[config.mk]
export PLATFORM = sky130hd
export DESIGN_NAME = timer8_wave
export DESIGN_NICKNAME = d
export VERILOG_FILES = /design/src/pkg/timer8_pkg.sv /design/src/design/timer8_wave.sv
export SDC_FILE = /design/constraint.sdc
export NUM_CORES = 1
export LEC_CHECK = 0
export BUFFER_PORTS_ARGS = -buffer_cell sky130_fd_sc_hd__buf_2
export CORE_ASPECT_RATIO = 1.75
export CORE_MARGIN = 1
export CORE_UTILIZATION = 30
export DETAILED_ROUTE_END_ITERATION = 7
export GPL_TIMING_DRIVEN = 0
export PLACE_DENSITY = 0.5
export REMOVE_ABC_BUFFERS = 1
export SYNTH_ARGS = -nofsm -noshare
export SYNTH_HDL_FRONTEND = slang
export SYNTH_SLANG_ARGS = --single-unit
[constraint.sdc]
create_clock -name clk -period 3.9 [get_ports clk]
set_clock_uncertainty 0.05 [all_clocks]
set_input_delay 0.975 -clock clk [delete_from_list [all_inputs] [get_ports clk]]
set_output_delay 0.975 -clock clk [all_outputs]
set_load 0.05 [all_outputs]
[src/pkg/timer8_pkg.sv]
// Purpose: Shared constants and types for the 8-bit waveform timer.
// Assumes: AXI4-Lite register access with 32-bit data.
// Notes: Register offsets are byte addresses.
package timer8_pkg;

	////////////////////////////////////////////////////////////////////////
	// Register map.
	localparam logic [3:0] OFS_CTRL = 4'h0;
	localparam logic [3:0] OFS_COUNT = 4'h4;
	localparam logic [3:0] OFS_CMP = 4'h8;
	localparam logic [3:0] OFS_STATUS = 4'hC;

	// Control register field positions.
	localparam int CTRL_WAVE_LSB = 0;
	localparam int CTRL_COM_LSB = 2;
	localparam int CTRL_CLK_LSB = 4;
	localparam int CTRL_FORCE_BIT = 7;

	// Status register field positions.
	localparam int STAT_OVF_BIT = 0;
	localparam int STAT_CMP_BIT = 1;
	localparam int STAT_OUT_BIT = 2;

	////////////////////////////////////////////////////////////////////////
	// Values.
	localparam logic [7:0] CNT_BOTTOM = 8'h00;
	localparam logic [7:0] CNT_MAX = 8'hFF;
	localparam logic [7:0] CNT_RESET = 8'h00;
	localparam logic [7:0] CMP_RESET = 8'h00;
	localparam logic [1:0] RESP_OKAY = 2'b00;
	localparam logic [1:0] RESP_SLVERR = 2'b10;

	// Prescale divide masks: tick when the low prescaler bits are all ones.
	localparam logic [9:0] DIV8_MASK = 10'h007;
	localparam logic [9:0] DIV64_MASK = 10'h03F;
	localparam logic [9:0] DIV256_MASK = 10'h0FF;
	localparam logic [9:0] DIV1024_MASK = 10'h3FF;

	////////////////////////////////////////////////////////////////////////
	// Types.
	typedef enum logic [1:0] {
		WAVE_NORMAL = 2'h0,
		WAVE_PHASE = 2'h1,
		WAVE_CTC = 2'h2,
		WAVE_FAST = 2'h3
	} wave_mode_t;

	typedef enum logic [2:0] {
		CLK_STOP = 3'h0,
		CLK_DIV1 = 3'h1,
		CLK_DIV8 = 3'h2,
		CLK_DIV64 = 3'h3,
		CLK_DIV256 = 3'h4,
		CLK_DIV1024 = 3'h5,
		CLK_EXT_FALL = 3'h6,
		CLK_EXT_RISE = 3'h7
	} clk_sel_t;

	typedef struct packed {
		clk_sel_t clk_sel;
		logic [1:0] cmp_out_mode;
		wave_mode_t wave_mode_sel;
	} ctrl_t;

	localparam ctrl_t CTRL_RESET = '{CLK_STOP, 2'b00, WAVE_NORMAL};

endpackage

[src/design/timer8_wave.sv]
// Purpose: 8-bit timer with normal, clear-on-compare and two PWM modes.
// Assumes: One clock, synchronous active-low reset, AXI4-Lite registers.
// Notes: The prescaler and an external count pin are included here.
//
// Contract
// - Output mode zero leaves the output bit untouched on compare match.
// - New output mode acts at next match; force strobe acts at once in normal and clear-on-compare modes, none in PWM.
// - Count sequence follows wave mode only; output mode picks action.
// - Normal mode counts up, wraps 0xFF to 0x00, software may load.
// - Normal mode sets overflow as count becomes zero; only sets.
// - Clear-on-compare mode (2) clears the counter on compare match.
// - Clear-on-compare compare value unbuffered; low value waits for wrap.
// - Clear-on-compare output mode 1 toggles output on every match.
// - Clear-on-compare sets overflow as counter passes max to zero.
// - Fast PWM (3) counts bottom to max, clears on next tick.
// - Fast PWM sets overflow each time counter reaches max.
// - Fast PWM mode 2 clears on match, sets at wrap; 3 inverts.
// - Fast PWM bottom compare gives spike; max compare gives constant.
// - Fast PWM mode 1 toggles on match; compare stays double buffered.
// - Phase PWM (1) counts up then down; max holds one tick.
// - Phase PWM mode 2 clears on up match, sets on down.
// - Phase PWM sets overflow each time counter reaches bottom.
// - Phase PWM bottom compare gives low, max gives high, non-inverted.
// - Phase PWM output may change at top without match, for symmetry.
// - Phase PWM resolution is fixed to the full 8 bits.
// - Timer tick is clock divided by 1, 8, 64, 256 or 1024, or a rising or falling edge of the count pin.
// - Compare value buffered in PWM modes, immediate otherwise.
// - Compare flag sets on the tick after count equals compare.
// - Forced compare moves output only; no flag, no counter change.
// - Reset clears the output compare bit.
//
// Decided for this implementation: the AXI4-Lite slave port and the register offsets.
`timescale 1ns/1ps

module timer8_wave (
	// Clock and reset.
	input wire logic clk,
	input wire logic rstn,
	// AXI4-Lite write channels.
	input wire logic [31:0] s_axi_awaddr,
	input wire logic s_axi_awvalid,
	output logic s_axi_awready,
	input wire logic [31:0] s_axi_wdata,
	input wire logic [3:0] s_axi_wstrb,
	input wire logic s_axi_wvalid,
	output logic s_axi_wready,
	output logic [1:0] s_axi_bresp,
	output logic s_axi_bvalid,
	input wire logic s_axi_bready,
	// AXI4-Lite read channels.
	input wire logic [31:0] s_axi_araddr,
	input wire logic s_axi_arvalid,
	output logic s_axi_arready,
	output logic [31:0] s_axi_rdata,
	output logic [1:0] s_axi_rresp,
	output logic s_axi_rvalid,
	input wire logic s_axi_rready,
	// External count pin.
	input wire logic ext_count_pin,
	// Waveform and flags.
	output logic cmp_out_pin,
	output logic cmp_out_en,
	output logic overflow_flag,
	output logic cmp_match_flag
);

	////////////////////////////////////////////////////////////////////////
	// Register state.
	timer8_pkg::ctrl_t ctrl_reg;
	logic [7:0] count_value_reg;
	logic [7:0] cmp_value_reg;
	logic [7:0] cmp_act_reg;
	logic cmp_out_bit;
	logic dir_up_reg;
	logic up_hit_reg;
	logic block_reg;
	logic [9:0] pre_reg;
	logic [2:0] ext_sync_reg;

	logic [3:0] aw_addr_reg;
	logic aw_have_reg;
	logic [31:0] w_data_reg;
	logic [3:0] w_strb_reg;
	logic w_have_reg;
	logic do_write;
	logic wr_ctrl;
	logic wr_count;
	logic wr_cmp;
	logic wr_stat;
	logic force_cmp_strobe;
	logic tick;
	logic is_pwm;

	// Byte offset of the addressed word, kept to the low nibble.
	function automatic logic [3:0] word_ofs(input logic [31:0] a);
		word_ofs = {a[3:2], 2'b00};
	endfunction

	function automatic logic mapped(input logic [31:0] a);
		mapped = (a[31:4] == 28'h000_0000);
	endfunction

	// Compare action on the output bit for the given mode and direction.
	function automatic logic wave_action(input logic cur, input logic [1:0] com,
			input timer8_pkg::wave_mode_t m, input logic up);
		logic r;
		r = cur;
		if (m == timer8_pkg::WAVE_PHASE) begin
			if (com[1]) begin
				r = up ? com[0] : ~com[0];
			end
		end else begin
			case (com)
				2'b01: r = ~cur;
				2'b10: r = 1'b0;
				2'b11: r = 1'b1;
				default: r = cur;
			endcase
		end
		wave_action = r;
	endfunction

	////////////////////////////////////////////////////////////////////////
	// AXI4-Lite slave.
	assign do_write = aw_have_reg && w_have_reg && !s_axi_bvalid;
	assign wr_ctrl = do_write && aw_addr_reg == timer8_pkg::OFS_CTRL &&
		w_strb_reg[0];
	assign wr_count = do_write && aw_addr_reg == timer8_pkg::OFS_COUNT &&
		w_strb_reg[0];
	assign wr_cmp = do_write && aw_addr_reg == timer8_pkg::OFS_CMP &&
		w_strb_reg[0];
	assign wr_stat = do_write && aw_addr_reg == timer8_pkg::OFS_STATUS &&
		w_strb_reg[0];
	assign force_cmp_strobe = wr_ctrl &&
		w_data_reg[timer8_pkg::CTRL_FORCE_BIT];

	always_ff @(posedge clk) begin
		if (!rstn) begin
			aw_have_reg <= 1'b0;
			aw_addr_reg <= 4'h0;
			s_axi_awready <= 1'b0;
		end else if (s_axi_awvalid && s_axi_awready) begin
			aw_have_reg <= 1'b1;
			aw_addr_reg <= mapped(s_axi_awaddr) ?
				word_ofs(s_axi_awaddr) : 4'h3;
			s_axi_awready <= 1'b0;
		end else if (do_write) begin
			aw_have_reg <= 1'b0;
		end else begin
			s_axi_awready <= !aw_have_reg && !s_axi_bvalid;
		end
	end

	always_ff @(posedge clk) begin
		if (!rstn) begin
			w_have_reg <= 1'b0;
			w_data_reg <= 32'h0000_0000;
			w_strb_reg <= 4'h0;
			s_axi_wready <= 1'b0;
		end else if (s_axi_wvalid && s_axi_wready) begin
			w_have_reg <= 1'b1;
			w_data_reg <= s_axi_wdata;
			w_strb_reg <= s_axi_wstrb;
			s_axi_wready <= 1'b0;
		end else if (do_write) begin
			w_have_reg <= 1'b0;
		end else begin
			s_axi_wready <= !w_have_reg && !s_axi_bvalid;
		end
	end

	// Unmapped addresses were folded to a non-aligned index, answered SLVERR.
	always_ff @(posedge clk) begin
		if (!rstn) begin
			s_axi_bvalid <= 1'b0;
			s_axi_bresp <= timer8_pkg::RESP_OKAY;
		end else if (do_write) begin
			s_axi_bvalid <= 1'b1;
			s_axi_bresp <= (aw_addr_reg[1:0] != 2'b00) ?
				timer8_pkg::RESP_SLVERR : timer8_pkg::RESP_OKAY;
		end else if (s_axi_bready) begin
			s_axi_bvalid <= 1'b0;
		end
	end

	always_ff @(posedge clk) begin
		if (!rstn) begin
			s_axi_arready <= 1'b0;
			s_axi_rvalid <= 1'b0;
			s_axi_rdata <= 32'h0000_0000;
			s_axi_rresp <= timer8_pkg::RESP_OKAY;
		end else if (s_axi_arvalid && s_axi_arready) begin
			s_axi_arready <= 1'b0;
			s_axi_rvalid <= 1'b1;
			s_axi_rresp <= timer8_pkg::RESP_OKAY;
			s_axi_rdata <= 32'h0000_0000;
			if (!mapped(s_axi_araddr)) begin
				s_axi_rresp <= timer8_pkg::RESP_SLVERR;
			end else begin
				case (word_ofs(s_axi_araddr))
					// The force bit always reads back as zero.
					timer8_pkg::OFS_CTRL: s_axi_rdata[6:0] <= ctrl_reg;
					timer8_pkg::OFS_COUNT: s_axi_rdata[7:0] <= count_value_reg;
					timer8_pkg::OFS_CMP: s_axi_rdata[7:0] <= cmp_value_reg;
					timer8_pkg::OFS_STATUS: s_axi_rdata[2:0] <=
						{cmp_out_bit, cmp_match_flag, overflow_flag};
					default: s_axi_rdata <= 32'h0000_0000;
				endcase
			end
		end else if (s_axi_rvalid && s_axi_rready) begin
			s_axi_rvalid <= 1'b0;
		end else begin
			s_axi_arready <= !s_axi_rvalid;
		end
	end

	always_ff @(posedge clk) begin
		if (!rstn) begin
			ctrl_reg <= timer8_pkg::CTRL_RESET;
		end else if (wr_ctrl) begin
			ctrl_reg <= timer8_pkg::ctrl_t'(w_data_reg[6:0]);
		end
	end

	////////////////////////////////////////////////////////////////////////
	// Timer tick. The pin is sampled by three flops; the last two decide.
	always_ff @(posedge clk) begin
		if (!rstn) begin
			ext_sync_reg <= 3'b000;
			pre_reg <= 10'h000;
		end else begin
			ext_sync_reg <= {ext_sync_reg[1:0], ext_count_pin};
			pre_reg <= pre_reg + 10'h001;
		end
	end

	always_comb begin
		case (ctrl_reg.clk_sel)
			timer8_pkg::CLK_DIV1: tick = 1'b1;
			timer8_pkg::CLK_DIV8: tick = (pre_reg & timer8_pkg::DIV8_MASK) ==
				timer8_pkg::DIV8_MASK;
			timer8_pkg::CLK_DIV64: tick = (pre_reg & timer8_pkg::DIV64_MASK) ==
				timer8_pkg::DIV64_MASK;
			timer8_pkg::CLK_DIV256: tick =
				(pre_reg & timer8_pkg::DIV256_MASK) == timer8_pkg::DIV256_MASK;
			timer8_pkg::CLK_DIV1024: tick =
				(pre_reg & timer8_pkg::DIV1024_MASK) ==
				timer8_pkg::DIV1024_MASK;
			timer8_pkg::CLK_EXT_FALL: tick = ext_sync_reg[2] && !ext_sync_reg[1];
			timer8_pkg::CLK_EXT_RISE: tick = !ext_sync_reg[2] && ext_sync_reg[1];
			default: tick = 1'b0;
		endcase
	end

	////////////////////////////////////////////////////////////////////////
	// Counting and waveform next state.
	logic [7:0] cnt_next;
	logic [7:0] act_next;
	logic dir_next;
	logic hit_next;
	logic out_next;
	logic ovf_set;
	logic match;
	logic at_max;
	logic at_bot;
	logic eff_up;

	assign is_pwm = ctrl_reg.wave_mode_sel == timer8_pkg::WAVE_PHASE ||
		ctrl_reg.wave_mode_sel == timer8_pkg::WAVE_FAST;
	assign at_max = count_value_reg == timer8_pkg::CNT_MAX;
	assign at_bot = count_value_reg == timer8_pkg::CNT_BOTTOM;
	assign match = count_value_reg == cmp_act_reg && !block_reg;
	// Bottom counts as up, top as down, so bottom compare stays low.
	// extreme compares
	assign eff_up = at_bot || (dir_up_reg && !at_max);

	always_comb begin
		cnt_next = count_value_reg + 8'h01;
		act_next = cmp_act_reg;
		dir_next = 1'b1;
		hit_next = up_hit_reg;
		out_next = cmp_out_bit;
		ovf_set = 1'b0;
		case (ctrl_reg.wave_mode_sel)
			timer8_pkg::WAVE_NORMAL: begin
				ovf_set = at_max;
				if (match) begin
					out_next = wave_action(cmp_out_bit, ctrl_reg.cmp_out_mode,
						ctrl_reg.wave_mode_sel, 1'b1);
				end
			end
			timer8_pkg::WAVE_CTC: begin
				if (match) begin
					cnt_next = timer8_pkg::CNT_BOTTOM;
				end
				ovf_set = at_max;
				if (match) begin
					out_next = wave_action(cmp_out_bit, ctrl_reg.cmp_out_mode,
						ctrl_reg.wave_mode_sel, 1'b1);
				end
			end
			timer8_pkg::WAVE_FAST: begin
				ovf_set = at_max;
				if (match && !(cmp_act_reg == timer8_pkg::CNT_MAX &&
						ctrl_reg.cmp_out_mode[1])) begin
					out_next = wave_action(cmp_out_bit, ctrl_reg.cmp_out_mode,
						ctrl_reg.wave_mode_sel, 1'b1);
				end
				if (at_max && ctrl_reg.cmp_out_mode[1]) begin
					out_next = !ctrl_reg.cmp_out_mode[0];
				end
				if (at_max) begin
					act_next = cmp_value_reg;
				end
			end
			timer8_pkg::WAVE_PHASE: begin
				if (dir_up_reg) begin
					cnt_next = at_max ? count_value_reg - 8'h01 :
						count_value_reg + 8'h01;
					dir_next = !at_max;
				end else begin
					cnt_next = at_bot ? count_value_reg + 8'h01 :
						count_value_reg - 8'h01;
					dir_next = at_bot;
				end
				ovf_set = at_bot && !dir_up_reg;
				if (match && !(cmp_act_reg == timer8_pkg::CNT_MAX &&
						ctrl_reg.cmp_out_mode[1])) begin
					out_next = wave_action(cmp_out_bit, ctrl_reg.cmp_out_mode,
						ctrl_reg.wave_mode_sel, eff_up);
					if (eff_up) begin
						hit_next = 1'b1;
					end
				end
				if (at_max) begin
					act_next = cmp_value_reg;
					hit_next = 1'b0;
					if (ctrl_reg.cmp_out_mode[1]) begin
						if (cmp_value_reg == timer8_pkg::CNT_MAX) begin
							out_next = !ctrl_reg.cmp_out_mode[0];
						end else if (!up_hit_reg) begin
							out_next = ctrl_reg.cmp_out_mode[0];
						end
					end
				end
			end
			default: cnt_next = count_value_reg;
		endcase
	end

	////////////////////////////////////////////////////////////////////////
	// Counter. A software load wins over any count and blocks one match.
	always_ff @(posedge clk) begin
		if (!rstn) begin
			count_value_reg <= timer8_pkg::CNT_RESET;
			dir_up_reg <= 1'b1;
			up_hit_reg <= 1'b0;
		end else if (wr_count) begin
			count_value_reg <= w_data_reg[7:0];
		end else if (tick) begin
			count_value_reg <= cnt_next;
			dir_up_reg <= dir_next;
			up_hit_reg <= hit_next;
		end
	end

	always_ff @(posedge clk) begin
		if (!rstn) begin
			block_reg <= 1'b0;
		end else if (wr_count) begin
			block_reg <= 1'b1;
		end else if (tick) begin
			block_reg <= 1'b0;
		end
	end

	always_ff @(posedge clk) begin
		if (!rstn) begin
			cmp_value_reg <= timer8_pkg::CMP_RESET;
			cmp_act_reg <= timer8_pkg::CMP_RESET;
		end else begin
			if (wr_cmp) begin
				cmp_value_reg <= w_data_reg[7:0];
			end
			if (!is_pwm) begin
				cmp_act_reg <= wr_cmp ? w_data_reg[7:0] : cmp_value_reg;
			end else if (tick && !wr_count) begin
				cmp_act_reg <= act_next;
			end
		end
	end

	// Flags: a hardware set in the clearing cycle wins.
	always_ff @(posedge clk) begin
		if (!rstn) begin
			overflow_flag <= 1'b0;
			cmp_match_flag <= 1'b0;
		end else begin
			if (tick && !wr_count && ovf_set) begin
				overflow_flag <= 1'b1;
			end else if (wr_stat && w_data_reg[timer8_pkg::STAT_OVF_BIT]) begin
				overflow_flag <= 1'b0;
			end
			if (tick && !wr_count && match) begin
				cmp_match_flag <= 1'b1;
			end else if (wr_stat && w_data_reg[timer8_pkg::STAT_CMP_BIT]) begin
				cmp_match_flag <= 1'b0;
			end
		end
	end

	// The force acts with the output mode written alongside it.
	always_ff @(posedge clk) begin
		if (!rstn) begin
			cmp_out_bit <= 1'b0;
		end else if (force_cmp_strobe && !is_pwm) begin
			cmp_out_bit <= wave_action(cmp_out_bit,
				w_data_reg[timer8_pkg::CTRL_COM_LSB +: 2],
				ctrl_reg.wave_mode_sel, 1'b1);
		end else if (tick && !wr_count) begin
			cmp_out_bit <= out_next;
		end
	end

	assign cmp_out_pin = cmp_out_bit;

	always_ff @(posedge clk) begin
		if (!rstn) begin
			cmp_out_en <= 1'b0;
		end else begin
			cmp_out_en <= ctrl_reg.cmp_out_mode != 2'b00;
		end
	end
endmodule

; Yosys cells after proc, flatten, opt, wreduce, memory -nomap -nowiden
; Index checks and enable logic that the tools add are counted.
[op_classes]
n_addsub = 3
eq_ne = 37
mux = 56
bitwise = 4
reduce_logical = 74
[ops]
columns = cell, count
row1 = $mux 8, 12
row2 = $logic_not 28->1, 2
row3 = $eq 8x8->1 const B, 4
row4 = $mux 1, 32
row5 = $logic_and 1x1->1, 31
row6 = $reduce_bool 2->1, 12
row7 = $eq 2x2->1 const B, 8
row8 = $pmux 8 s2, 1
row9 = $eq 3x3->1 const B, 5
row10 = $logic_not 1->1, 13
row11 = $pmux 3 s4, 1
row12 = $pmux 4 s3, 1
row13 = $add 10x1->10 const B, 1
row14 = $eq 10x10->1 const B, 1
row15 = $reduce_and 5->1, 2
row16 = $reduce_or 2->1, 5
row17 = $pmux 1 s3, 3
row18 = $add 8x1->8 const B, 1
row19 = $eq 2x1->1 const B, 4
row20 = $eq 4x4->1 const B, 2
row21 = $eq 8x8->1, 1
row22 = $logic_not 8->1, 1
row23 = $sub 8x1->8 const B, 1
row24 = $pmux 1 s7, 1
row25 = other kinds (20), 29
[word_totals]
regBits = 107
output_inout_bits = 45

; Longest topological paths before layout
; Gate-level depths: netlist (run 1).
[depth]
ltp_word = 14
depth_mapped = 10
mapped_depth_nobuf = 7

; Least setup slack after synthesis (run 1)
; No wires, ideal clock.
[synth_path]
path_type = flip-flop to flip-flop
from = register s_axi_bvalid
to = register cmp_act_reg[7]
setup_ps = 103
arrival_ps = 2115
required_ps = 3747
slack_ps = 1631
path_stages_with_launch = 9
synth_period_minus_slack_ps = 2269
path_cell_list = dfxtp_1 -> nand3b_1 -> nor3b_1 -> and3_1 -> buf_4 -> and2_1 -> clkbuf_1 -> nor2b_1 -> a2111oi_2
[synth_between]
elab_chain_len = 8
elab_cells_between_ends = 12
cone_classes = eq/ne: 1 / mux: 2 / reduce/logical: 9
[synth_rtl]
columns = element, line
row1 = start: declaration, timer8_wave.sv:48  ; output logic s_axi_bvalid,
row2 = start signal: assignment, timer8_wave.sv:175  ; s_axi_bvalid <= 1'b0;
row3 = start signal: assignment, timer8_wave.sv:178  ; s_axi_bvalid <= 1'b1;
row4 = start signal: assignment, timer8_wave.sv:182  ; s_axi_bvalid <= 1'b0;
row5 = $logic_not 1->1 (*), timer8_wave.sv:125  ; assign do_write = aw_have_reg && w_have_reg && !s_axi_bvalid;
row6 = $logic_and 1x1->1 (*), timer8_wave.sv:125
row7 = $logic_and 1x1->1 (2 in a row), timer8_wave.sv:128  ; assign wr_count = do_write && aw_addr_reg == timer8_pkg::OFS_COUNT &&
row8 = $logic_not 1->1, timer8_wave.sv:387  ; end else if (tick && !wr_count) begin
row9 = $logic_and 1x1->1, timer8_wave.sv:387
row10 = $ne 2x1->1 (no line), n/a
row11 = $reduce_and 3->1 (no line), n/a
row12 = end signal: assignment, timer8_wave.sv:380  ; cmp_act_reg <= timer8_pkg::CMP_RESET;
row13 = end signal: assignment, timer8_wave.sv:386  ; cmp_act_reg <= wr_cmp ? w_data_reg[7:0] : cmp_value_reg;
row14 = end signal: assignment, timer8_wave.sv:388  ; cmp_act_reg <= act_next;
row15 = end: declaration, timer8_wave.sv:72  ; logic [7:0] cmp_act_reg;
; Every way passes the cells marked *; elsewhere a longest branch is shown, timed or not.
; A chain may end at the register's enable or synchronous reset.

; Worst setup path after layout (run 1)
[layout_path]
from = register pre_reg[0]
to = register cmp_out_bit, in the netlist cmp_out_pin
[layout_between]
elab_chain_len = 5
elab_cells_between_ends = 8
cone_classes = eq/ne: 4 / mux: 1 / reduce/logical: 3
[layout_rtl]
columns = element, line
row1 = start: declaration, timer8_wave.sv:77  ; logic [9:0] pre_reg;
row2 = start signal: assignment, timer8_wave.sv:233  ; pre_reg <= pre_reg + 10'h001;
row3 = $eq 10x10->1 (tied with other cells), timer8_wave.sv:247  ; (pre_reg & timer8_pkg::DIV1024_MASK) ==
row4 = $pmux 1 s7 (*), timer8_wave.sv:238  ; case (ctrl_reg.clk_sel)
row5 = $logic_and 1x1->1 (*), timer8_wave.sv:420  ; end else if (tick && !wr_count) begin
row6 = $reduce_bool 2->1 (no line) (*), n/a
row7 = $reduce_and 5->1 (no line) (*), n/a
row8 = end signal: assignment, timer8_wave.sv:417  ; cmp_out_bit <= wave_action(cmp_out_bit,
row9 = end signal: assignment, timer8_wave.sv:421  ; cmp_out_bit <= out_next;
row10 = end: declaration, timer8_wave.sv:73  ; logic cmp_out_bit;
; Marked as above.

==> results of run 1 <==
-- kinds of logic after synthesis --
| logic type | share of synthesized area (%) |
|---|---|
| AND/OR/NAND/NOR | 23.4 |
| AO/OA/AOI/OAI | 22.5 |
| flip-flops | 34.3 |
| buffers and inverters | 8.55 |
| XOR/XNOR | 3.72 |
| multiplexers | 3.43 |
| adder cells (fa/ha/maj) | 4.02 |
| other | 0.0803 |
-- area by class of cell --
cell class,instances,area (sq um)
clock inverters,6,65.1
inverters,14,52.6
multi-input cells,434,2780
clock buffers,10,239
well taps,186,233
fillers,1652,9840
flip-flops and latches,80,1600
repair buffers,97,507
-- metrics by stage --
stage | cell area [sq um] | TNS [ns] | instances | worst slack, ns
2_1_floorplan | 4420 | 0 | 528 | 1.20
3_3_place_gp | 5130 | -0.188 | 809 | -0.161
3_5_place_dp | 5170 | 0 | 811 | 0.620
4_1_cts | 5470 | 0 | 827 | 0.592
5_1_grt | 5470 | 0 | 827 | 0.431
6_report | 5470 | 0 | 827 | 0.506
-- worst reg2reg max path: stages (launching register included) --
cell                       delay, ns
sky130_fd_sc_hd__dfxtp_1        0.37
sky130_fd_sc_hd__ha_1           0.21
sky130_fd_sc_hd__nand4_1        0.16
sky130_fd_sc_hd__or2_1          0.31
sky130_fd_sc_hd__a311oi_2       0.89
sky130_fd_sc_hd__o21ai_0        0.66
sky130_fd_sc_hd__a311o_1        0.47
sky130_fd_sc_hd__o31ai_2        0.20
-- path summary, 6_finish.rpt --
kind	from	end	slack, ns	cells after the start
worst max-delay path	pre_reg[0]	cmp_out_pin	0.51	7
worst min-delay path	ext_sync_reg[0]	ext_sync_reg[1]	0.39	1
worst max register to register	pre_reg[0]	cmp_out_pin	0.51	7
worst min register to register	ext_sync_reg[0]	ext_sync_reg[1]	0.39	1
-- power by group through the flow --
stage / sequential, mW / clock, mW / combinational [mW]
floorplan: 0.880 / 0 / 0.0962
global placement: 0.870 / 0 / 0.170
detailed placement: 0.871 / 0 / 0.175
CTS: 0.853 / 0.884 / 0.175
global route: 0.855 / 0.915 / 0.189
finish: 0.853 / 0.866 / 0.175
-- per-layer routing --
| metal | part of all wire (%) | vias up | GRT usage (%) |
|---|---|---|---|
| met3 | 4.1 | 46 | 2.56 |
| met2 | 55 | 184 | 33.7 |
| met1 | 37 | 2152 | 19.3 |
| met4 | 4.8 | 0 | 12.1 |
| li1 | - | 2174 | - |
| met5 | 0 | - | 0 |
-- layout by cell type, fill, tap and decap left out, drive strengths merged, types with 11 or more instances in the layout --
cell	instances
inv	16
ha	15
xnor2	11
mux2i	16
nor3	14
nor2	46
o21ai	25
conb	26
dfxtp	80
nand3	13
a21oi	39
nor4	17
buf	97
nand2	64
==> run_summary.xml, run 1 <==
<?xml version="1.0" encoding="UTF-8"?>
<metrics>
  <group name="setup_path">
    <metric name="critPathMaxStageDelay" unit="ns">0.89</metric>
    <metric name="critical_path.top_delay_family" unit="">compound AO/OA/AOI/OAI gates</metric>
    <metric name="timing.critical_path.arrival" unit="ns">3.60</metric>
    <metric name="required" unit="ns">4.11</metric>
    <metric name="slowest_stage" unit="">sky130_fd_sc_hd__a311oi_2</metric>
    <metric name="critical_path.max_fanout" unit="">11</metric>
    <metric name="criticalPathCategory" unit="">reg -&gt; reg</metric>
    <metric name="path_buf_inv" unit="">0</metric>
    <metric name="crit_path_end_kind" unit="">flop</metric>
    <metric name="cp-start-kind" unit="">flop</metric>
    <metric name="crit_path_cells" unit="">ha_1, nand4_1, or2_1, a311oi_2, o21ai_0, a311o_1, o31ai_2</metric>
  </group>
  <group name="synth">
    <metric name="synth_top_area_share" unit="%">34.3</metric>
    <metric name="synth_cell_type_count" unit="">74</metric>
    <metric name="synth_area" unit="sq um">4670</metric>
    <metric name="ys_seq_elements" unit="">80</metric>
    <metric name="ys_dominant_reg_cell" unit="">sky130_fd_sc_hd__dfxtp_1</metric>
    <metric name="avgSynthCellArea" unit="sq um">8.30</metric>
    <metric name="synth_warn" unit="">0</metric>
    <metric name="post_synth_main_area_contributors" unit="">sky130_fd_sc_hd__dfxtp_1 34%, sky130_fd_sc_hd__nand2_1 5.1%, sky130_fd_sc_hd__buf_4 4.5%</metric>
    <metric name="synth_sequential_area_ratio" unit="%">34.3</metric>
    <metric name="synth_area_leader_cell" unit="">sky130_fd_sc_hd__dfxtp_1</metric>
    <metric name="synthCells" unit="">563</metric>
    <metric name="synthMostInstantiatedCell" unit="">sky130_fd_sc_hd__dfxtp_1</metric>
    <metric name="synth.cells.most_frequent" unit="">80 x sky130_fd_sc_hd__dfxtp_1, 64 x sky130_fd_sc_hd__nand2_1, 46 x sky130_fd_sc_hd__nor2_1, 37 x sky130_fd_sc_hd__a21oi_1, 28 x sky130_fd_sc_hd__buf_4</metric>
    <metric name="synth_enable_flop_cells" unit="">0</metric>
    <metric name="postSynth.asyncResetShare" unit="%">0</metric>
  </group>
  <group name="final_layout">
    <metric name="finalCoreUtilization" unit="%">35.7</metric>
    <metric name="area_growth_syn_to_layout" unit="%">17.2</metric>
    <metric name="layout-drive-gt1-share" unit="%">20.4</metric>
    <metric name="nNetsFinal" unit="">759</metric>
    <metric name="largest_register_ffs" unit="">10</metric>
    <metric name="antenna_cells_inserted" unit="">0</metric>
  </group>
  <group name="floorplan">
    <metric name="rows" unit="">60</metric>
    <metric name="floorplan.die.height" unit="um">167</metric>
    <metric name="area_of_the_core_region" unit="sq um">15300</metric>
    <metric name="io_pins" unit="">153</metric>
    <metric name="total_die_area" unit="sq um">16100</metric>
    <metric name="floorplan.die.width" unit="um">96.3</metric>
    <metric name="initial_utilization" unit="%">30.5</metric>
  </group>
  <group name="pwr">
    <metric name="power_report.internal_total" unit="mW">1.40</metric>
    <metric name="power-per-cell-area" unit="nW/um^2">346</metric>
    <metric name="power.total" unit="mW">1.89</metric>
    <metric name="share_clk_of_total_power" unit="%">45.7</metric>
    <metric name="p_switching" unit="uW">496</metric>
    <metric name="seq_power_share" unit="%">45.0</metric>
    <metric name="vdd_ir_drop_max" unit="uV">199</metric>
    <metric name="combinationalPowerShare" unit="%">9.2</metric>
    <metric name="power.switching_fraction" unit="%">26.2</metric>
    <metric name="total_leakage_power" unit="nW">2.09</metric>
  </group>
  <group name="grt">
    <metric name="first_pass_grt_wire_length" unit="um">22800</metric>
    <metric name="grt.overflow.total" unit="">0</metric>
    <metric name="antenna_violations_before_repair" unit="">0</metric>
    <metric name="first_global_vias" unit="">4535</metric>
    <metric name="grt_total_usage" unit="%">18.7</metric>
    <metric name="grt_start_max_net_pins" unit="">52</metric>
  </group>
  <group name="placement">
    <metric name="port_buffers" unit="">95</metric>
    <metric name="dp.final_hpwl" unit="um">11100</metric>
    <metric name="gp_congestion" unit="">0.909</metric>
  </group>
  <group name="clock_tree">
    <metric name="tritoncts.num_buffers" unit="">9</metric>
    <metric name="post_cts.resized_instances" unit="">0</metric>
    <metric name="cts_hold_buf" unit="">0</metric>
    <metric name="clock_tree.buffer_depth" unit="">2</metric>
    <metric name="path_clk_slew" unit="ns">0.07</metric>
    <metric name="cts_h_tree_lvls" unit="">3</metric>
    <metric name="clk_lat_worst_skew" unit="ns">0.34</metric>
    <metric name="clock_tree_root_buffer_cell" unit="">sky130_fd_sc_hd__clkbuf_16</metric>
    <metric name="clock_sink_count" unit="">80</metric>
    <metric name="post-cts-setup-buffer-count" unit="">0</metric>
    <metric name="tritoncts" unit="">built</metric>
  </group>
  <group name="timing">
    <metric name="setup_violations" unit="">0</metric>
    <metric name="slew_viol_final" unit="">0</metric>
    <metric name="hold_slack" unit="ns">0.389</metric>
    <metric name="hold_violations" unit="">0</metric>
    <metric name="rsz0062_at_grt" unit="">no</metric>
    <metric name="slew_headroom" unit="%">15.1</metric>
    <metric name="timing.final.crit_period" unit="ns">3.39</metric>
    <metric name="tightest_slew" unit="ns">1.26</metric>
    <metric name="timing.fmax" unit="GHz">0.295</metric>
    <metric name="final_min_period_over_clock_period" unit="%">87.0</metric>
  </group>
  <group name="route">
    <metric name="firstDrtPassIters" unit="">6</metric>
    <metric name="drt_drc_violations_left" unit="">0</metric>
    <metric name="detail-route-antenna-nets" unit="">0</metric>
    <metric name="wl_per_cell" unit="um">17.6</metric>
    <metric name="drt_iter0_drc" unit="">238</metric>
    <metric name="dr_total_vias" unit="">4556</metric>
    <metric name="avgViaCountPerCell" unit="">5.51</metric>
    <metric name="wl" unit="um">14600</metric>
  </group>
  <group name="job">
    <metric name="max-cap-violations" unit="">0</metric>
  </group>
  <group name="status">
    <metric name="status" unit="">completed</metric>
  </group>
  <group name="hold_path">
    <metric name="hold_path_class" unit="">reg -&gt; reg</metric>
  </group>
</metrics>
No activity file was read; power rests on OpenSTA's default activity.
==> run 2: changes to the inputs <==
--- a/config.mk
+++ b/config.mk
@@ -11,7 +11,7 @@
 export CORE_UTILIZATION = 30
 export DETAILED_ROUTE_END_ITERATION = 7
 export GPL_TIMING_DRIVEN = 0
-export PLACE_DENSITY = 0.5
+export PLACE_DENSITY = 0.52
 export REMOVE_ABC_BUFFERS = 1
 export SYNTH_ARGS = -nofsm -noshare
 export SYNTH_HDL_FRONTEND = slang
==> constraint.sdc (replaced) <==
create_clock -name clk -period 3.1 [get_ports clk]
set_clock_uncertainty 0.05 [all_clocks]
set_input_delay 0.775 -clock clk [delete_from_list [all_inputs] [get_ports clk]]
set_output_delay 0.775 -clock clk [all_outputs]
set_load 0.05 [all_outputs]
==> run 2 against run 1 <==
- the flow now finishes with violations (design-rule violations)
- die area unchanged
- register-to-register slack got worse by 0.32 ns
- non-clock buffer count unchanged
- clock-buffer cell count decreased by 1
- critical path depth decreased by 1
- first-iteration DRC count increased by 28%
- flip-flop and latch count unchanged
- critical endpoint is now count_value_reg[2]
- largest cell class unchanged
- largest power group unchanged
- highest routed layer unchanged
==> run_summary.xml, run 2 (synthesized netlist as in run 1, its figures left out) <==
<?xml version="1.0" encoding="UTF-8"?>
<metrics>
  <group name="final_layout">
    <metric name="mostFrequentLayoutCells" unit="">95 x sky130_fd_sc_hd__buf_2, 80 x sky130_fd_sc_hd__dfxtp_1, 64 x sky130_fd_sc_hd__nand2_1</metric>
    <metric name="layout.cells.most_common" unit="">sky130_fd_sc_hd__buf_2</metric>
    <metric name="layout-drive-gt1-share" unit="%">20.7</metric>
    <metric name="area_growth_syn_to_layout" unit="%">17.5</metric>
    <metric name="finalCoreUtilization" unit="%">35.8</metric>
    <metric name="antenna_cells_inserted" unit="">0</metric>
    <metric name="largest_register_ffs" unit="">10</metric>
    <metric name="nNetsFinal" unit="">759</metric>
  </group>
  <group name="floorplan">
    <metric name="rows" unit="">60</metric>
    <metric name="floorplan.die.height" unit="um">167</metric>
    <metric name="total_die_area" unit="sq um">16100</metric>
    <metric name="floorplan.die.width" unit="um">96.3</metric>
    <metric name="io_pins" unit="">153</metric>
    <metric name="area_of_the_core_region" unit="sq um">15300</metric>
    <metric name="initial_utilization" unit="%">30.5</metric>
  </group>
  <group name="grt">
    <metric name="grt_total_usage" unit="%">18.7</metric>
    <metric name="first_pass_grt_wire_length" unit="um">23000</metric>
    <metric name="grt.overflow.total" unit="">0</metric>
    <metric name="grt_start_max_net_pins" unit="">53</metric>
    <metric name="first_global_vias" unit="">4556</metric>
    <metric name="antenna_violations_before_repair" unit="">0</metric>
  </group>
  <group name="timing">
    <metric name="hold_slack" unit="ns">0.390</metric>
    <metric name="tightest_slew" unit="ns">1.23</metric>
    <metric name="timing.final.crit_period" unit="ns">2.92</metric>
    <metric name="setup_tns" unit="ns">0</metric>
    <metric name="hold_violations" unit="">0</metric>
    <metric name="timing.fmax" unit="GHz">0.343</metric>
    <metric name="setup_violations" unit="">0</metric>
    <metric name="final_min_period_over_clock_period" unit="%">94.1</metric>
    <metric name="slew_viol_final" unit="">0</metric>
    <metric name="slew_headroom" unit="%">17.5</metric>
  </group>
  <group name="clock_tree">
    <metric name="post-cts-setup-buffer-count" unit="">0</metric>
    <metric name="clock_tree.buffer_depth" unit="">2</metric>
    <metric name="clock_sink_count" unit="">80</metric>
    <metric name="tritoncts" unit="">built</metric>
    <metric name="path_clk_slew" unit="ns">0.07</metric>
    <metric name="clk_lat_worst_skew" unit="ns">0.34</metric>
    <metric name="clock_tree_root_buffer_cell" unit="">sky130_fd_sc_hd__clkbuf_16</metric>
    <metric name="cts_h_tree_lvls" unit="">3</metric>
    <metric name="tritoncts.num_buffers" unit="">9</metric>
  </group>
  <group name="route">
    <metric name="drt_iter0_drc" unit="">304</metric>
    <metric name="wl" unit="um">14700</metric>
    <metric name="wl_per_cell" unit="um">17.8</metric>
    <metric name="dr_total_vias" unit="">4599</metric>
    <metric name="avgViaCountPerCell" unit="">5.56</metric>
    <metric name="drt_drc_violations_left" unit="">6</metric>
    <metric name="firstDrtPassIters" unit="">8</metric>
    <metric name="detail-route-antenna-nets" unit="">0</metric>
  </group>
  <group name="placement">
    <metric name="dp.final_hpwl" unit="um">11200</metric>
    <metric name="gp_congestion" unit="">0.902</metric>
    <metric name="port_buffers" unit="">95</metric>
  </group>
  <group name="status">
    <metric name="violations" unit="">design-rule violations</metric>
    <metric name="status" unit="">finished, violations left</metric>
  </group>
  <group name="hold_path">
    <metric name="hold_path_class" unit="">reg -&gt; reg</metric>
  </group>
  <group name="pwr">
    <metric name="power.total" unit="mW">2.39</metric>
    <metric name="power-per-cell-area" unit="nW/um^2">435</metric>
    <metric name="vdd_ir_drop_max" unit="uV">269</metric>
    <metric name="total_leakage_power" unit="nW">2.09</metric>
  </group>
  <group name="setup_path">
    <metric name="criticalPathCategory" unit="">reg -&gt; reg</metric>
    <metric name="timing.critical_path.arrival" unit="ns">3.12</metric>
    <metric name="cp-start-kind" unit="">flop</metric>
    <metric name="critical_path.max_fanout" unit="">10</metric>
    <metric name="required" unit="ns">3.30</metric>
    <metric name="crit_path_end_kind" unit="">flop</metric>
  </group>
  <group name="job">
    <metric name="max-cap-violations" unit="">0</metric>
  </group>
</metrics>
==> run 2: changes by cell type in the layout (fill, tap and decap cells not counted) <==
cell,before,now
sky130_fd_sc_hd__o21ai_0,21,20
sky130_fd_sc_hd__o21a_2,0,1
sky130_fd_sc_hd__o21ai_2,0,1
sky130_fd_sc_hd__clkinv_4,0,2
sky130_fd_sc_hd__inv_8,0,1
sky130_fd_sc_hd__clkinv_2,2,1
sky130_fd_sc_hd__a311oi_4,0,1
sky130_fd_sc_hd__a311oi_2,1,0
sky130_fd_sc_hd__inv_6,2,1
sky130_fd_sc_hd__o21a_1,1,0
sky130_fd_sc_hd__clkbuf_8,1,0
==> run 2: layout make-up <==
cell class	instances	area, sq um
Fill cell	1642	9820
Multi-Input combinational cell	434	2790
Sequential cell	80	1600
Timing Repair Buffer	97	507
Tap cell	186	233
Clock buffer	9	225
Clock inverter	7	80.1
Inverter	14	52.6
==> run 2: layer usage <==
metal | part of all wire [%] | vias to the layer above | GRT usage [%]
met5 | 0 | - | 0
met4 | 5.0 | 0 | 11.0
li1 | - | 2177 | -
met1 | 36 | 2160 | 19.5
met2 | 54 | 217 | 33.9
met3 | 5.0 | 45 | 3.15
==> run 2: per-stage QoR <==
step                      instance area [sq um]  worst slack, ns  instances
after global placement                     5130           -0.929        809
after CTS                                  5490           0.0479        827
final                                      5490            0.182        827
after detailed placement                   5170           -0.205        811
after floorplan                            4420            0.399        528
after global routing                       5490        -0.000427        827
==> run 2: power by group <==
| group | internal, mW | switching (mW) | leakage, nW |
|---|---|---|---|
| Sequential | 1.05 | 0.0245 | 0.648 |
| Combinational | 0.0627 | 0.157 | 1.30 |
| Clock | 0.634 | 0.462 | 0.148 |
==> run 2: final timing paths <==
path | from | cells after the start | slack [ns] | endpoint
worst min-delay path | ext_sync_reg[0] | 1 | 0.39 | ext_sync_reg[1]
worst max register to register | count_value_reg[1] | 6 | 0.18 | count_value_reg[2]
worst min register to register | ext_sync_reg[0] | 1 | 0.39 | ext_sync_reg[1]
worst max-delay path | count_value_reg[1] | 6 | 0.18 | count_value_reg[2]
==> run 2: repair_timing <==
action | 4_1_cts | 5_1_grt
setup endpoints to repair | 4 | 3
gates resized for setup | 2 | 2
hold buffers | 0 | 0
==> run 2: critical path: stages (launching register included) <==
cell	delay, ns
sky130_fd_sc_hd__dfxtp_1	0.59
sky130_fd_sc_hd__ha_1	0.30
sky130_fd_sc_hd__and4_1	0.40
sky130_fd_sc_hd__a31oi_1	0.26
sky130_fd_sc_hd__nor3_1	0.73
sky130_fd_sc_hd__a221oi_1	0.21
sky130_fd_sc_hd__o32ai_1	0.28
==> run 3: changes to the inputs <==
--- a/config.mk
+++ b/config.mk
@@ -12,6 +12,7 @@
 export DETAILED_ROUTE_END_ITERATION = 7
 export GPL_TIMING_DRIVEN = 0
 export PLACE_DENSITY = 0.52
+export RECOVER_POWER = 100
 export REMOVE_ABC_BUFFERS = 1
 export SYNTH_ARGS = -nofsm -noshare
 export SYNTH_HDL_FRONTEND = slang
==> run 3 against run 2 <==
- design area fell by 0.64%
- critical path depth rose by 1
- routed wire length fell by 0.59%
- first-iteration DRC count rose by 3.6%
- the run now ends clean
- highest routed layer unchanged
==> run_summary.xml, run 3 (synthesized netlist as in run 1, its figures left out) <==
<?xml version="1.0" encoding="UTF-8"?>
<metrics>
  <group name="pwr">
    <metric name="total_leakage_power" unit="nW">2.01</metric>
    <metric name="power-per-cell-area" unit="nW/um^2">437</metric>
    <metric name="p_switching" unit="uW">645</metric>
    <metric name="share_clk_of_total_power" unit="%">46.0</metric>
    <metric name="power_report.internal_total" unit="mW">1.74</metric>
    <metric name="power.total" unit="mW">2.39</metric>
    <metric name="vdd_ir_drop_max" unit="uV">269</metric>
    <metric name="seq_power_share" unit="%">44.9</metric>
    <metric name="combinationalPowerShare" unit="%">9.1</metric>
    <metric name="power.switching_fraction" unit="%">27.0</metric>
  </group>
  <group name="timing">
    <metric name="hold_violations" unit="">0</metric>
    <metric name="slew_headroom" unit="%">15.2</metric>
    <metric name="final_min_period_over_clock_period" unit="%">94.2</metric>
    <metric name="timing.fmax" unit="GHz">0.343</metric>
    <metric name="timing.final.crit_period" unit="ns">2.92</metric>
    <metric name="slew_viol_final" unit="">0</metric>
    <metric name="tightest_slew" unit="ns">1.26</metric>
    <metric name="setup_violations" unit="">0</metric>
  </group>
  <group name="setup_path">
    <metric name="required" unit="ns">3.31</metric>
    <metric name="cp-start-kind" unit="">flop</metric>
    <metric name="critical_path.max_fanout" unit="">11</metric>
    <metric name="crit_path_end_kind" unit="">flop</metric>
    <metric name="timing.critical_path.arrival" unit="ns">3.13</metric>
    <metric name="criticalPathCategory" unit="">reg -&gt; reg</metric>
  </group>
  <group name="grt">
    <metric name="first_pass_grt_wire_length" unit="um">23000</metric>
    <metric name="grt.overflow.total" unit="">0</metric>
    <metric name="grtUsageMet2" unit="%">33.9</metric>
    <metric name="first_global_vias" unit="">4556</metric>
    <metric name="grt_total_usage" unit="%">18.7</metric>
    <metric name="grt-busiest-layer" unit="">met2</metric>
    <metric name="antenna_violations_before_repair" unit="">0</metric>
    <metric name="grt_start_max_net_pins" unit="">53</metric>
    <metric name="grtUsageMet1" unit="%">19.5</metric>
    <metric name="use_met3" unit="%">3.15</metric>
  </group>
  <group name="floorplan">
    <metric name="area_of_the_core_region" unit="sq um">15300</metric>
    <metric name="io_pins" unit="">153</metric>
    <metric name="floorplan.die.height" unit="um">167</metric>
    <metric name="rows" unit="">60</metric>
    <metric name="total_die_area" unit="sq um">16100</metric>
    <metric name="initial_utilization" unit="%">30.5</metric>
    <metric name="floorplan.die.width" unit="um">96.3</metric>
  </group>
  <group name="placement">
    <metric name="placed_cells" unit="">811</metric>
    <metric name="dp.final_hpwl" unit="um">11200</metric>
    <metric name="gp_congestion" unit="">0.902</metric>
    <metric name="port_buffers" unit="">95</metric>
  </group>
  <group name="clock_tree">
    <metric name="path_clk_slew" unit="ns">0.07</metric>
    <metric name="tritoncts" unit="">built</metric>
    <metric name="clock_sink_count" unit="">80</metric>
    <metric name="tritoncts.num_buffers" unit="">9</metric>
    <metric name="clk_lat_worst_skew" unit="ns">0.34</metric>
    <metric name="cts_hold_buf" unit="">0</metric>
    <metric name="clock_tree.buffer_depth" unit="">2</metric>
    <metric name="cts_h_tree_lvls" unit="">3</metric>
    <metric name="clock_tree_root_buffer_cell" unit="">sky130_fd_sc_hd__clkbuf_16</metric>
  </group>
  <group name="hold_path">
    <metric name="hold_path_class" unit="">reg -&gt; reg</metric>
  </group>
  <group name="final_layout">
    <metric name="layout.cells.most_common" unit="">sky130_fd_sc_hd__dfxtp_1</metric>
    <metric name="mostFrequentLayoutCells" unit="">80 x sky130_fd_sc_hd__dfxtp_1, 75 x sky130_fd_sc_hd__buf_2, 64 x sky130_fd_sc_hd__nand2_1</metric>
    <metric name="fillerInstances" unit="">1650</metric>
    <metric name="nNetsFinal" unit="">759</metric>
    <metric name="antenna_cells_inserted" unit="">0</metric>
    <metric name="fin_cells" unit="">827</metric>
    <metric name="layout-drive-gt1-share" unit="%">17.2</metric>
    <metric name="largest_register_ffs" unit="">10</metric>
    <metric name="area_growth_syn_to_layout" unit="%">16.8</metric>
  </group>
  <group name="job">
    <metric name="max-cap-violations" unit="">0</metric>
  </group>
  <group name="route">
    <metric name="drt_iter0_drc" unit="">315</metric>
    <metric name="dr_total_vias" unit="">4584</metric>
    <metric name="wl_per_cell" unit="um">17.7</metric>
    <metric name="avgViaCountPerCell" unit="">5.54</metric>
    <metric name="firstDrtPassIters" unit="">7</metric>
    <metric name="drt_drc_violations_left" unit="">0</metric>
    <metric name="wl" unit="um">14600</metric>
    <metric name="detail-route-antenna-nets" unit="">0</metric>
  </group>
  <group name="status">
    <metric name="status" unit="">completed</metric>
  </group>
</metrics>
==> run 3: layout make-up <==
type	instances	area (sq um)	area share (%)
clock buffer	9	225	4.13
clock inverter	7	80.1	1.47
inverter	14	52.6	0.963
multi-input combinational	434	2780	51.0
sequential	80	1600	29.4
tap	186	233	4.27
timing repair buffer	97	482	8.83
==> run 3: power groups by stage <==
stage | Combinational, mW | Sequential [mW] | Clock [mW]
floorplan | 0.121 | 1.11 | 0
global placement | 0.213 | 1.09 | 0
detailed placement | 0.220 | 1.09 | 0
CTS | 0.221 | 1.07 | 1.12
global route | 0.237 | 1.08 | 1.17
finish | 0.218 | 1.07 | 1.10
==> run 3: worst paths after layout <==
check / startpoint / to / slack, ns / cells past startpoint
max: pre_reg[0] / cmp_out_pin / 0.18 / 7
min: ext_sync_reg[0] / ext_sync_reg[1] / 0.39 / 1
max reg2reg: pre_reg[0] / cmp_out_pin / 0.18 / 7
min reg2reg: ext_sync_reg[0] / ext_sync_reg[1] / 0.39 / 1
==> run 3: critical path: stages (launching register included) <==
cell and delay, ns:
sky130_fd_sc_hd__dfxtp_1 0.38, sky130_fd_sc_hd__ha_1 0.21, sky130_fd_sc_hd__nand4_1 0.15, sky130_fd_sc_hd__or2_0 0.35, sky130_fd_sc_hd__a311oi_4 0.72, sky130_fd_sc_hd__o21ai_1 0.40
sky130_fd_sc_hd__a311o_1 0.38, sky130_fd_sc_hd__o31ai_2 0.19
==> run 3: through the flow <==
| stage | setup TNS [ns] | util [%] | hold WS, ns | cell area (sq um) | setup slack (ns) |
|---|---|---|---|---|---|
| 2_1_floorplan | 0 | - | 0.362 | 4420 | 0.399 |
| 3_3_place_gp | -10.00 | 33.5 | 0.377 | 5130 | -0.929 |
| 3_5_place_dp | -0.365 | 33.8 | 0.378 | 5170 | -0.205 |
| 4_1_cts | 0 | 35.8 | 0.396 | 5490 | 0.0479 |
| 5_1_grt | -0.000427 | 35.6 | 0.418 | 5460 | -0.000427 |
| 6_report | 0 | 35.6 | 0.390 | 5460 | 0.181 |
==> run 3: per-layer routing <==
layer	share of wire, %	up-vias
li1	-	2179
met1	36	2172
met2	55	191
met3	4.5	42
met4	4.7	0
met5	0	-
==> run 3: what timing repair did <==
item                       CTS  global route
pin swaps                    0             0
setup endpoints to repair    4             3
resized for setup            2             2
setup buffers                0             0
